<file path="src/rtl/ebpwm_pkg.sv">
package ebpwm_pkg;
	// -------------------------------------------------
	// Output configuration codes
	// -------------------------------------------------
	localparam logic [1:0] CFG_SINGLE = 2'h0;
	localparam logic [1:0] CFG_FWD = 2'h1;
	localparam logic [1:0] CFG_HALF = 2'h2;
	localparam logic [1:0] CFG_REV = 2'h3;
	localparam int CFG_FULL_BIT = 0;
	localparam int CFG_DIR_BIT = 1;
	// -------------------------------------------------
	// Shutdown source mask and safe-state codes
	// -------------------------------------------------
	localparam int SRC_CMP_BIT = 0;
	localparam int SRC_INT_BIT = 1;
	localparam logic [1:0] SAFE_LOW = 2'h0;
	localparam logic [1:0] SAFE_HIGH = 2'h1;
	localparam int SAFE_HIZ_BIT = 1;
	// -------------------------------------------------
	// Timing, polarity bit positions and run states
	// -------------------------------------------------
	localparam int OSC_PER_TCY = 4;
	localparam int DIR_LEAD_TCY = 4;
	localparam logic [3:0] PRE_LAST_1 = 4'h0;
	localparam logic [3:0] PRE_LAST_4 = 4'h3;
	localparam logic [3:0] PRE_LAST_16 = 4'hf;
	localparam int POL_AC_BIT = 1;
	localparam int POL_BD_BIT = 0;
	typedef enum logic [1:0]
	{
		RUN_OFF = 2'b00,
		RUN_WAIT = 2'b01,
		RUN_ON = 2'b10,
		RUN_SHUT = 2'b11
	} ebpwm_run_t;
endpackage : ebpwm_pkg

</file>
<file path="src/rtl/ebpwm_tb_if.sv">
`timescale 1ns/1ps
interface ebpwm_tb_if;
	logic enable;
	logic [7:0] period_limit;
	logic [1:0] prescale_sel;
	logic [9:0] fine_count;
	logic period_start;
	logic dir_point;
	modport timer (input enable, input period_limit, input prescale_sel,
		output fine_count, output period_start, output dir_point);
	modport user (output enable, output period_limit, output prescale_sel,
		input fine_count, input period_start, input dir_point);
endinterface : ebpwm_tb_if

</file>
<file path="src/rtl/ebpwm_deadband.sv">
`timescale 1ns/1ps
module ebpwm_deadband
(
	input wire logic clk_in,
	input wire logic resetn_in,
	input wire logic db_enable_in,
	input wire logic pwm_in,
	input wire logic [6:0] count_in,
	output logic out_a_out,
	output logic out_b_out
);
	typedef struct packed
	{
		logic [1:0][8:0] cnt;
		logic [1:0] prev;
		logic [1:0] out;
	} ebpwm_dbst_t;
	ebpwm_dbst_t st_r;
	ebpwm_dbst_t st_nxt;
	logic [1:0] src;
	logic [8:0] load;

	always_comb
	begin
		src = {~pwm_in, pwm_in}; // RQ5
		load = 9'(count_in) * 9'(ebpwm_pkg::OSC_PER_TCY); // RQ6
		st_nxt = st_r;
		for (int i = 0; i < 2; i++)
		begin
			st_nxt.prev[i] = src[i];
			if (!db_enable_in || !src[i])
				st_nxt.cnt[i] = 9'h000; // RQ10 RQ25
			else if (!st_r.prev[i])
				st_nxt.cnt[i] = load; // RQ25
			else if (st_r.cnt[i] != 9'h000)
				st_nxt.cnt[i] = st_r.cnt[i] - 9'h001;
			// A delay longer than the pulse simply never lets it out.
			st_nxt.out[i] = src[i] && (st_nxt.cnt[i] == 9'h000); // RQ6 RQ7
		end
	end

	always_ff @(posedge clk_in)
	begin
		if (!resetn_in)
			st_r <= '0;
		else
			st_r <= st_nxt;
	end

	assign out_a_out = st_r.out[0];
	assign out_b_out = st_r.out[1];
endmodule : ebpwm_deadband

</file>
<file path="src/rtl/ebpwm_timebase.sv">
`timescale 1ns/1ps
module ebpwm_timebase
(
	input wire logic clk_in,
	input wire logic resetn_in,
	ebpwm_tb_if.timer tb
);
	typedef struct packed
	{
		logic [3:0] pre;
		logic [9:0] fine;
	} ebpwm_tbst_t;
	ebpwm_tbst_t st_r;
	ebpwm_tbst_t st_nxt;
	logic [3:0] pre_last;
	logic [7:0] dir_tmr;

	always_comb
	begin
		case (tb.prescale_sel)
			2'h0: pre_last = ebpwm_pkg::PRE_LAST_1;
			2'h1: pre_last = ebpwm_pkg::PRE_LAST_4;
			default: pre_last = ebpwm_pkg::PRE_LAST_16;
		endcase
		// Short periods have fewer than four timer cycles; act at the first.
		if (tb.period_limit >= 8'(ebpwm_pkg::DIR_LEAD_TCY - 1))
			dir_tmr = tb.period_limit - 8'(ebpwm_pkg::DIR_LEAD_TCY - 1);
		else
			dir_tmr = 8'h00;
		st_nxt = st_r;
		if (!tb.enable)
			st_nxt = '0;
		else if (st_r.pre != pre_last)
			st_nxt.pre = st_r.pre + 4'h1;
		else
		begin
			st_nxt.pre = 4'h0;
			// Time base is the timer count joined to two low phase bits.
			if (st_r.fine == {tb.period_limit, 2'h3}) // RQ2
				st_nxt.fine = 10'h000; // RQ3
			else
				st_nxt.fine = st_r.fine + 10'h001;
		end
	end

	always_ff @(posedge clk_in)
	begin
		if (!resetn_in)
			st_r <= '0;
		else
			st_r <= st_nxt;
	end

	assign tb.fine_count = st_r.fine;
	assign tb.period_start = (st_r.fine == 10'h000) && (st_r.pre == 4'h0);
	assign tb.dir_point = (st_r.fine == {dir_tmr, 2'h0}) && (st_r.pre == 4'h0); // RQ11
endmodule : ebpwm_timebase

</file>
<file path="src/rtl/ebpwm_top.sv">
`timescale 1ns/1ps
// What this block does
// RQ1: Config 00 single, 10 half-bridge, 01 full forward, 11 full reverse.
// RQ2: Time base is 8-bit timer joined with two low phase bits.
// RQ3: Period 4*(limit+1)*prescale clocks; pulse is 10-bit duty*prescale clocks.
// RQ4: Half-bridge drives only A and B; C and D undriven.
// RQ5: Half-bridge puts PWM on A and its complement on B.
// RQ6: Half-bridge holds output inactive 4*deadband clocks before going active.
// RQ7: Dead-band longer than pulse keeps that output inactive all period.
// RQ8: Forward: A active, D modulated, B and C inactive.
// RQ9: Reverse: C active, B modulated, A and D inactive.
// RQ10: Full-bridge modes apply no dead-band.
// RQ11: Direction change acts four timer cycles before period end, blanking.
// RQ12: Three-bit source field picks interrupt pin low or comparator.
// RQ13: Status bit 0 means normal, 1 means outputs shut down.
// RQ14: Shutdown event sets status; stays until firmware or auto-restart clears.
// RQ15: Shutdown forces enabled pin pairs A/C, B/D to chosen safe state.
// RQ16: Shutdown is level based and persists while level persists.
// RQ17: Firmware status writes ignored while shutdown condition present.
// RQ18: After restart the waveform resumes at next period start.
// RQ19: Auto-restart only when enabled, else firmware clears status.
// RQ20: Auto-restart clears status in hardware once condition goes away.
// RQ21: Single mode drives PWM only on steering-enabled pins.
// RQ22: Half-bridge-only build has no C and D outputs.
// RQ23: Function field low bits set polarity of pairs A/C and B/D.
// RQ24: On first enable, output waits for a new period start.
// RQ25: Dead-band inserted only on inactive-to-active transitions.
// RQ26: Encodings of source and safe-state fields are defined here.
// RQ27: Source inputs feed status through a flop; pins forced directly. Here the pins are registered too and change on the same edge as status.
module ebpwm_top
#(
	parameter bit HAS_CD = 1'b1
)
(
	input wire logic CLK_SYS_IN,
	input wire logic RESETN_IN,
	input wire logic PWM_ENABLE_IN,
	input wire logic [1:0] OUTPUT_CONFIG_FIELD_IN,
	input wire logic [1:0] POLARITY_IN,
	input wire logic [3:0] STEER_ENABLE_IN,
	input wire logic [7:0] PERIOD_LIMIT_IN,
	input wire logic [1:0] PRESCALE_SEL_IN,
	input wire logic [7:0] DUTY_HIGH_BYTE_IN,
	input wire logic [1:0] DUTY_LOW_BITS_IN,
	input wire logic [6:0] DEADBAND_COUNT_IN,
	input wire logic AUTO_RESTART_ENABLE_IN,
	input wire logic [2:0] SHUTDOWN_SOURCE_IN,
	input wire logic [1:0] PAIR_AC_SAFE_STATE_IN,
	input wire logic [1:0] PAIR_BD_SAFE_STATE_IN,
	input wire logic EXT_INT_PIN_IN,
	input wire logic COMPARATOR_IN,
	input wire logic STATUS_SET_IN,
	input wire logic STATUS_CLEAR_IN,
	output logic SHUTDOWN_STATUS_OUT,
	output logic PWM_OUT_A_OUT,
	output logic PWM_OUT_B_OUT,
	output logic PWM_OUT_C_OUT,
	output logic PWM_OUT_D_OUT,
	output logic [3:0] PWM_OE_N_OUT
);
	// -------------------------------------------------
	// State
	// -------------------------------------------------
	typedef struct packed
	{
		ebpwm_pkg::ebpwm_run_t run;
		logic status;
		logic [1:0] cfg;
		logic dir;
		logic blank;
		logic [9:0] duty;
		logic pwm;
		logic [3:0] pin;
		logic [3:0] oe_n;
	} ebpwm_st_t;
	ebpwm_st_t st_r;
	ebpwm_st_t st_nxt;

	logic cond;
	logic db_a;
	logic db_b;
	logic [3:0] act;
	logic [3:0] use_pin;
	logic [3:0] low_act;
	logic [3:0] safe;

	ebpwm_tb_if tb_bus ();

	assign tb_bus.enable = PWM_ENABLE_IN;
	assign tb_bus.period_limit = PERIOD_LIMIT_IN;
	assign tb_bus.prescale_sel = PRESCALE_SEL_IN;

	ebpwm_timebase u_timebase
	(
		.clk_in(CLK_SYS_IN),
		.resetn_in(RESETN_IN),
		.tb(tb_bus.timer)
	);

	ebpwm_deadband u_deadband
	(
		.clk_in(CLK_SYS_IN),
		.resetn_in(RESETN_IN),
		.db_enable_in(st_r.cfg == ebpwm_pkg::CFG_HALF), // RQ10
		.pwm_in(st_r.pwm),
		.count_in(DEADBAND_COUNT_IN),
		.out_a_out(db_a),
		.out_b_out(db_b)
	);

	// -------------------------------------------------
	// Helpers
	// -------------------------------------------------
	function automatic logic safe_level(input logic [1:0] code);
		safe_level = (code == ebpwm_pkg::SAFE_HIGH);
	endfunction : safe_level

	function automatic logic safe_hiz(input logic [1:0] code);
		safe_hiz = code[ebpwm_pkg::SAFE_HIZ_BIT];
	endfunction : safe_hiz

	// -------------------------------------------------
	// Next state
	// -------------------------------------------------
	always_comb
	begin
		// Pins and status both take the live level, each through its own flop, on the same edge.
		cond = (SHUTDOWN_SOURCE_IN[ebpwm_pkg::SRC_CMP_BIT] && COMPARATOR_IN) ||
			(SHUTDOWN_SOURCE_IN[ebpwm_pkg::SRC_INT_BIT] && !EXT_INT_PIN_IN); // RQ12 RQ16 RQ27
		st_nxt = st_r;

		// Shutdown status: set wins over any clear.
		if (cond || STATUS_SET_IN)
			st_nxt.status = 1'b1; // RQ14 RQ16
		else if (STATUS_CLEAR_IN)
			st_nxt.status = 1'b0; // RQ17 RQ19
		else if (AUTO_RESTART_ENABLE_IN)
			st_nxt.status = 1'b0; // RQ20

		// Duty is taken only at a period boundary; configuration there too, or early at a full-bridge direction change.
		if (tb_bus.period_start)
		begin
			st_nxt.duty = {DUTY_HIGH_BYTE_IN, DUTY_LOW_BITS_IN}; // RQ3
			st_nxt.blank = 1'b0; // RQ11
			if (!OUTPUT_CONFIG_FIELD_IN[ebpwm_pkg::CFG_FULL_BIT] ||
				!st_r.cfg[ebpwm_pkg::CFG_FULL_BIT] || st_r.run != ebpwm_pkg::RUN_ON)
			begin
				st_nxt.cfg = OUTPUT_CONFIG_FIELD_IN; // RQ1
				st_nxt.dir = OUTPUT_CONFIG_FIELD_IN[ebpwm_pkg::CFG_DIR_BIT];
			end
		end
		// Running full-bridge: a new direction is taken early, with blanking.
		if (st_r.cfg[ebpwm_pkg::CFG_FULL_BIT] &&
			OUTPUT_CONFIG_FIELD_IN[ebpwm_pkg::CFG_FULL_BIT] &&
			OUTPUT_CONFIG_FIELD_IN[ebpwm_pkg::CFG_DIR_BIT] != st_r.dir && tb_bus.dir_point)
		begin
			st_nxt.dir = OUTPUT_CONFIG_FIELD_IN[ebpwm_pkg::CFG_DIR_BIT]; // RQ11
			st_nxt.cfg = OUTPUT_CONFIG_FIELD_IN;
			st_nxt.blank = 1'b1; // RQ11
		end

		// Run sequencing.
		case (st_r.run)
			ebpwm_pkg::RUN_OFF:
				if (PWM_ENABLE_IN)
					st_nxt.run = ebpwm_pkg::RUN_WAIT;
			ebpwm_pkg::RUN_WAIT:
				if (st_r.status)
					st_nxt.run = ebpwm_pkg::RUN_SHUT;
				else if (tb_bus.period_start)
					st_nxt.run = ebpwm_pkg::RUN_ON; // RQ18 RQ24
			ebpwm_pkg::RUN_ON:
				if (st_r.status || cond)
					st_nxt.run = ebpwm_pkg::RUN_SHUT;
			ebpwm_pkg::RUN_SHUT:
				if (!st_r.status && !cond)
					st_nxt.run = ebpwm_pkg::RUN_WAIT; // RQ18
			default:
				st_nxt.run = ebpwm_pkg::RUN_OFF;
		endcase
		if (!PWM_ENABLE_IN)
			st_nxt.run = ebpwm_pkg::RUN_OFF;

		// Raw modulation: active from the period start until the duty count.
		st_nxt.pwm = (st_r.run == ebpwm_pkg::RUN_ON) && (tb_bus.fine_count < st_r.duty); // RQ3

		// Logical active levels per pin, A to D in bits 0 to 3.
		act = 4'h0;
		use_pin = 4'h0;
		case (st_r.cfg)
			ebpwm_pkg::CFG_SINGLE:
			begin
				use_pin = STEER_ENABLE_IN; // RQ21
				act = STEER_ENABLE_IN & {4{db_a}}; // RQ21
			end
			ebpwm_pkg::CFG_HALF:
			begin
				use_pin = 4'h3; // RQ4
				act = {2'h0, db_b, db_a}; // RQ4 RQ5
			end
			ebpwm_pkg::CFG_FWD:
			begin
				use_pin = 4'hf;
				act = {db_a && !st_r.blank, 2'h0, 1'b1}; // RQ8 RQ10
			end
			ebpwm_pkg::CFG_REV:
			begin
				use_pin = 4'hf;
				act = {1'b0, 1'b1, db_a && !st_r.blank, 1'b0}; // RQ9 RQ10
			end
			default:
			begin
				use_pin = 4'h0;
				act = 4'h0;
			end
		endcase
		if (!HAS_CD)
			use_pin[3:2] = 2'h0; // RQ22
		if (st_r.run != ebpwm_pkg::RUN_ON)
			act = 4'h0; // RQ24

		low_act = {POLARITY_IN[ebpwm_pkg::POL_BD_BIT], POLARITY_IN[ebpwm_pkg::POL_AC_BIT],
			POLARITY_IN[ebpwm_pkg::POL_BD_BIT], POLARITY_IN[ebpwm_pkg::POL_AC_BIT]}; // RQ23
		safe = {safe_level(PAIR_BD_SAFE_STATE_IN), safe_level(PAIR_AC_SAFE_STATE_IN),
			safe_level(PAIR_BD_SAFE_STATE_IN), safe_level(PAIR_AC_SAFE_STATE_IN)}; // RQ15 RQ26

		// Pin drive; shutdown overrides within one clock of the level.
		// Disable releases the pins on the same edge that stops the run.
		if (st_r.run == ebpwm_pkg::RUN_OFF || !PWM_ENABLE_IN)
		begin
			st_nxt.pin = 4'h0;
			st_nxt.oe_n = 4'hf;
		end
		// A firmware-raised shutdown forces the pins on the same edge as the status.
		else if (st_r.status || cond || STATUS_SET_IN)
		begin
			st_nxt.pin = safe & use_pin; // RQ15 RQ13
			st_nxt.oe_n = ~use_pin |
				{safe_hiz(PAIR_BD_SAFE_STATE_IN), safe_hiz(PAIR_AC_SAFE_STATE_IN),
				safe_hiz(PAIR_BD_SAFE_STATE_IN), safe_hiz(PAIR_AC_SAFE_STATE_IN)}; // RQ15
		end
		else
		begin
			st_nxt.pin = (act ^ low_act) & use_pin; // RQ23
			st_nxt.oe_n = ~use_pin; // RQ4 RQ21
		end
	end

	always_ff @(posedge CLK_SYS_IN)
	begin
		if (!RESETN_IN)
		begin
			st_r <= '0;
			st_r.run <= ebpwm_pkg::RUN_OFF;
			st_r.oe_n <= 4'hf;
		end
		else
			st_r <= st_nxt;
	end

	// -------------------------------------------------
	// Outputs
	// -------------------------------------------------
	assign SHUTDOWN_STATUS_OUT = st_r.status; // RQ13
	assign PWM_OUT_A_OUT = st_r.pin[0];
	assign PWM_OUT_B_OUT = st_r.pin[1];
	assign PWM_OUT_C_OUT = st_r.pin[2];
	assign PWM_OUT_D_OUT = st_r.pin[3];
	assign PWM_OE_N_OUT = st_r.oe_n;
endmodule : ebpwm_top

</file>
<file path="config.mk">
export PLATFORM = sky130hd
export DESIGN_NAME = ebpwm_top
export DESIGN_NICKNAME = d
export VERILOG_FILES = /design/src/rtl/ebpwm_pkg.sv /design/src/rtl/ebpwm_tb_if.sv /design/src/rtl/ebpwm_deadband.sv /design/src/rtl/ebpwm_timebase.sv /design/src/rtl/ebpwm_top.sv
export SDC_FILE = /design/constraint.sdc
export NUM_CORES = 1
export LEC_CHECK = 0
export BUFFER_PORTS_ARGS = -buffer_cell sky130_fd_sc_hd__buf_2
export CAP_MARGIN = 10
export CORE_AREA = 2 2 94 96
export CTS_CLUSTER_SIZE = 40
export DETAILED_ROUTE_END_ITERATION = 10
export DIE_AREA = 0 0 96 98
export GPL_TIMING_DRIVEN = 0
export MAX_ROUTING_LAYER = met4
export PLACE_DENSITY = 0.64
export SKIP_CTS_REPAIR_TIMING = 1
export SYNTH_ARGS = -nofsm -noshare
export SYNTH_HDL_FRONTEND = slang
export SYNTH_SLANG_ARGS = --single-unit
</file>
<file path="constraint.sdc">
create_clock -name CLK_SYS_IN -period 2.4 [get_ports CLK_SYS_IN]
set_clock_uncertainty 0.05 [all_clocks]
set_input_delay 0.24 -clock CLK_SYS_IN [delete_from_list [all_inputs] [get_ports CLK_SYS_IN]]
set_output_delay 0.24 -clock CLK_SYS_IN [all_outputs]
set_load 0.01 [all_outputs]
</file>
==> out/qor.csv <==
stage,metric,value,unit
timing,measured slew at the worst slew-check pin,677.9,ps
finish,fraction of layout cells with a size suffix above 1,18.20,%
route,Avg WL per Cell,14.09,um
grt,vias in the first global route,3204,
floorplan,die area,9408,sq um
logic_synthesis,sequential share of the synthesized area,32.92,%
logic_synthesis,Post-synth ARST share,0,%
finish,fill cell total of the finished layout,835,
floorplan,core footprint,8466,sq um
setup_path,"delay-heaviest family, CP",simple AND/OR/NAND/NOR gates,
timing,Max-slew headroom,54.46,%
place,DP Wirelength,6807,um
grt,initial antenna violation count,0,
timing,period utilization,105.3,%
logic_synthesis,post-synthesis cell area,3710,sq um
floorplan,initial core utilization,43.82,%
setup_path,cells along the critical path,nor4_1 -> a21oi_1 -> a21oi_1 -> a21oi_1 -> a2111o_1 -> or4_1 -> nor4_2,
route,Iteration-0 DRC Markers,137,
timing,Worst Slack Setup Final,-127.2,ps
floorplan,Die Y,98,um
logic_synthesis,top-area cell type share of the netlist area,32.92,%
route,DRC errors left,0,
place,"worst slack, placed",-280.1,ps
grt,met2 track demand over resource,32.10,%
logic_synthesis,Synthesized Nets,535,
timing,"Setup violations, final",1,
logic_synthesis,post-synthesis cell type count,53,
logic_synthesis,"EDFF count, synth",0,
logic_synthesis,Seq cells post-synth,61,
logic_synthesis,"area leader, netlist",dfxtp_1,
setup_path,slowest cell delay on critical path,540,ps
grt,met3 GRT Util,5.015,%
pwr,power density over the cells,555.8,nW/um^2
route,DR pass1 iterations,4,
setup_path,Critical Path AT,2710,ps
outcome,status,"complete, but fails checks",
min_path,worst min-delay path class,in -> reg,
setup_path,CP startpoint kind,register,
clock_network,clock buffer depth,2,
clock_network,CTS tree,yes,
logic_synthesis,Yosys warning total,0,
grt,largest net degree at the start of global routing,11,
timing,Slew Limit Fails,0,
logic_synthesis,"Top FF cell, synth",dfxtp_1,
finish,ant diodes,0,
setup_path,CP dominant cell by count,a21oi_1,
finish,Final Core Density,52.42,%
floorplan,Site Rows,34,
timing,RSZ-0062 raised after global routing,true,
timing,Final Hold Fails,0,
grt,GRT Util Overall,19.73,%
setup_path,Worst Path Buf+Inv,0,
route,vias,3441,
grt,total grt overflow,0,
clock_network,clk slew on worst S/H paths,60,ps
finish,Layout Nets,598,
logic_synthesis,Syn Area/Cell,7.978,sq um
timing,min Tclk post-route,2527,ps
pwr,leakage power,0.001860,uW
outcome,failing checks,negative setup slack,
setup_path,critical path required time,2580,ps
route,Post-Route WL,9032,um
clock_network,CTS root buf,clkbuf_8,
place,GPL Wtd Cong,0.8688,
clock_network,total CTS buffers,9,
grt,first-pass GRT wire length,14360,um
pwr,VDD IR max,0.3391,mV
logic_synthesis,Area contributors post-synth,"dfxtp_1 33%, ha_1 6.7%, nor2_1 5.7%",
floorplan,die width,96,um
route,post-DR vias/cell,5.368,
finish,area delta synth->final,19.63,%
place,I/O Buffers,52,
setup_path,worst-path fanout max,5,
clock_network,Sinks on Clock Net,61,
grt,GRT busiest layer,met2,
route,ANT nets after route,0,
setup_path,WS Path Type,reg -> reg,
timing,max frequency,0.3957,GHz
floorplan,I/O Pins,59,
setup_path,worst-path cell with the longest stage delay,nor4_1,
job,Max Cap Violations,0,
grt,met1 global-route usage,23.97,%
logic_synthesis,Post-Syn Instances,465,
clock_network,htree depth,3,
setup_path,Crit. End Element,register,
clock_network,worst-skew pair later-pin latency,340,ps
==> logic make-up (layout without fill, tap and decap cells) <==
| kind of cell | Yosys count | in the layout | synth area share, % |
|---|---|---|---|
| xor+xnor | 33 | 33 | 7.791 |
| buf+inv | 53 | 121 | 5.835 |
| compound gates | 93 | 93 | 15.85 |
| flops | 61 | 61 | 32.92 |
| simple gates | 189 | 189 | 26.54 |
| mux | 16 | 16 | 4.317 |
| fa+ha+maj | 20 | 20 | 6.745 |
==> cell usage after synthesis, types with 16 or more instances <==
master and instances:
o21ai_0 24, dfxtp_1 61, mux2i_1 16, nor2_1 56, xnor2_1 16, nor3_1 16, inv_1 28, clkbuf_1 17
a21oi_1 29, ha_1 20, nand2_1 29, xor2_1 17
==> placed cells by master, fill, tap and decap left out, types with 3 or more instances in the layout <==
cell type,count
a211oi_1,11
a21o_1,4
a21oi_1,28
and2_1,11
and3_1,7
buf_2,53
buf_4,6
clkbuf_1,18
clkbuf_8,9
dfxtp_1,58
dfxtp_2,3
ha_1,20
inv_1,28
mux2i_1,16
nand2_1,29
nand2b_1,13
nand3_1,12
nand4_1,3
nor2_1,56
nor2b_1,3
nor3_1,16
nor4_1,8
nor4_2,3
o21ai_0,23
or2_2,4
or3_1,5
or4_1,4
xnor2_1,16
xor2_1,17
==> final timing paths <==
kind	start	to	slack (ps)	cells after the start
worst max register to register	u_deadband.st_r[17]	u_deadband.out_b_out	-130	7
worst max-delay path	u_deadband.st_r[17]	u_deadband.out_b_out	-130	7
worst min-delay path	STEER_ENABLE_IN[0]	PWM_OE_N_OUT[0]	80	2
worst min register to register	u_timebase.st_r[10]	u_timebase.st_r[10]	430	1
==> per-layer routing <==
layer	share of wire [%]	up-vias
met4	1.6	0
met3	5.1	15
met1	46	1569
met2	47	96
li1	-	1761
met5	0	-
==> flip-flops by register name (all words and copies together), names as in the netlist <==
name and flops:
PWM_OUT_A_OUT 1, u_deadband.out_a_out 1, PWM_OUT_D_OUT 1, u_timebase.st_r 4, u_deadband.out_b_out 1, u_timebase.tb.fine_count 10
PWM_OE_N_OUT 4, PWM_OUT_C_OUT 1, PWM_OUT_B_OUT 1, u_deadband.st_r 20, st_r 16, SHUTDOWN_STATUS_OUT 1
==> final cells by class <==
type	count	area (sq um)	area share, %
Buffer	22	103.9	2.340
Clock buffer	12	135.1	3.045
Clock inverter	4	72.57	1.635
Inverter	29	108.9	2.453
Multi-Input combinational cell	351	2382	53.68
Sequential cell	61	1225	27.60
Tap cell	108	135.1	3.045
Timing Repair Buffer	54	275.3	6.202
==> worst register-to-register path, stage by stage (launching register included) <==
cell      delay [ps]
dfxtp_2          350
nor4_1           540
a21oi_1          140
a21oi_1          160
a21oi_1          110
a2111o_1         410
or4_1            480
nor4_2           180
==> power by group <==
group | internal, uW | switching (uW) | total, uW
registers | 1050 | 30.2 | 1080
clock network | 584 | 393 | 977
logic | 183 | 228 | 411
total | 1820 | 651 | 2470
==> stage by stage <==
step	hold slack [ps]	area, sq um	setup TNS, ps	std cells	total power (uW)
floorplan	299.4	3720	0	465	1366
global placement	415.5	4115	-3852	625	1475
detailed placement	421.5	4115	-3602	625	1482
CTS	67.72	4323	-3639	641	2459
global route	82.29	4438	-405.3	641	2580
finish	81.73	4438	-127.2	641	2467
Note: power is estimated with default switching activity, not from simulation.
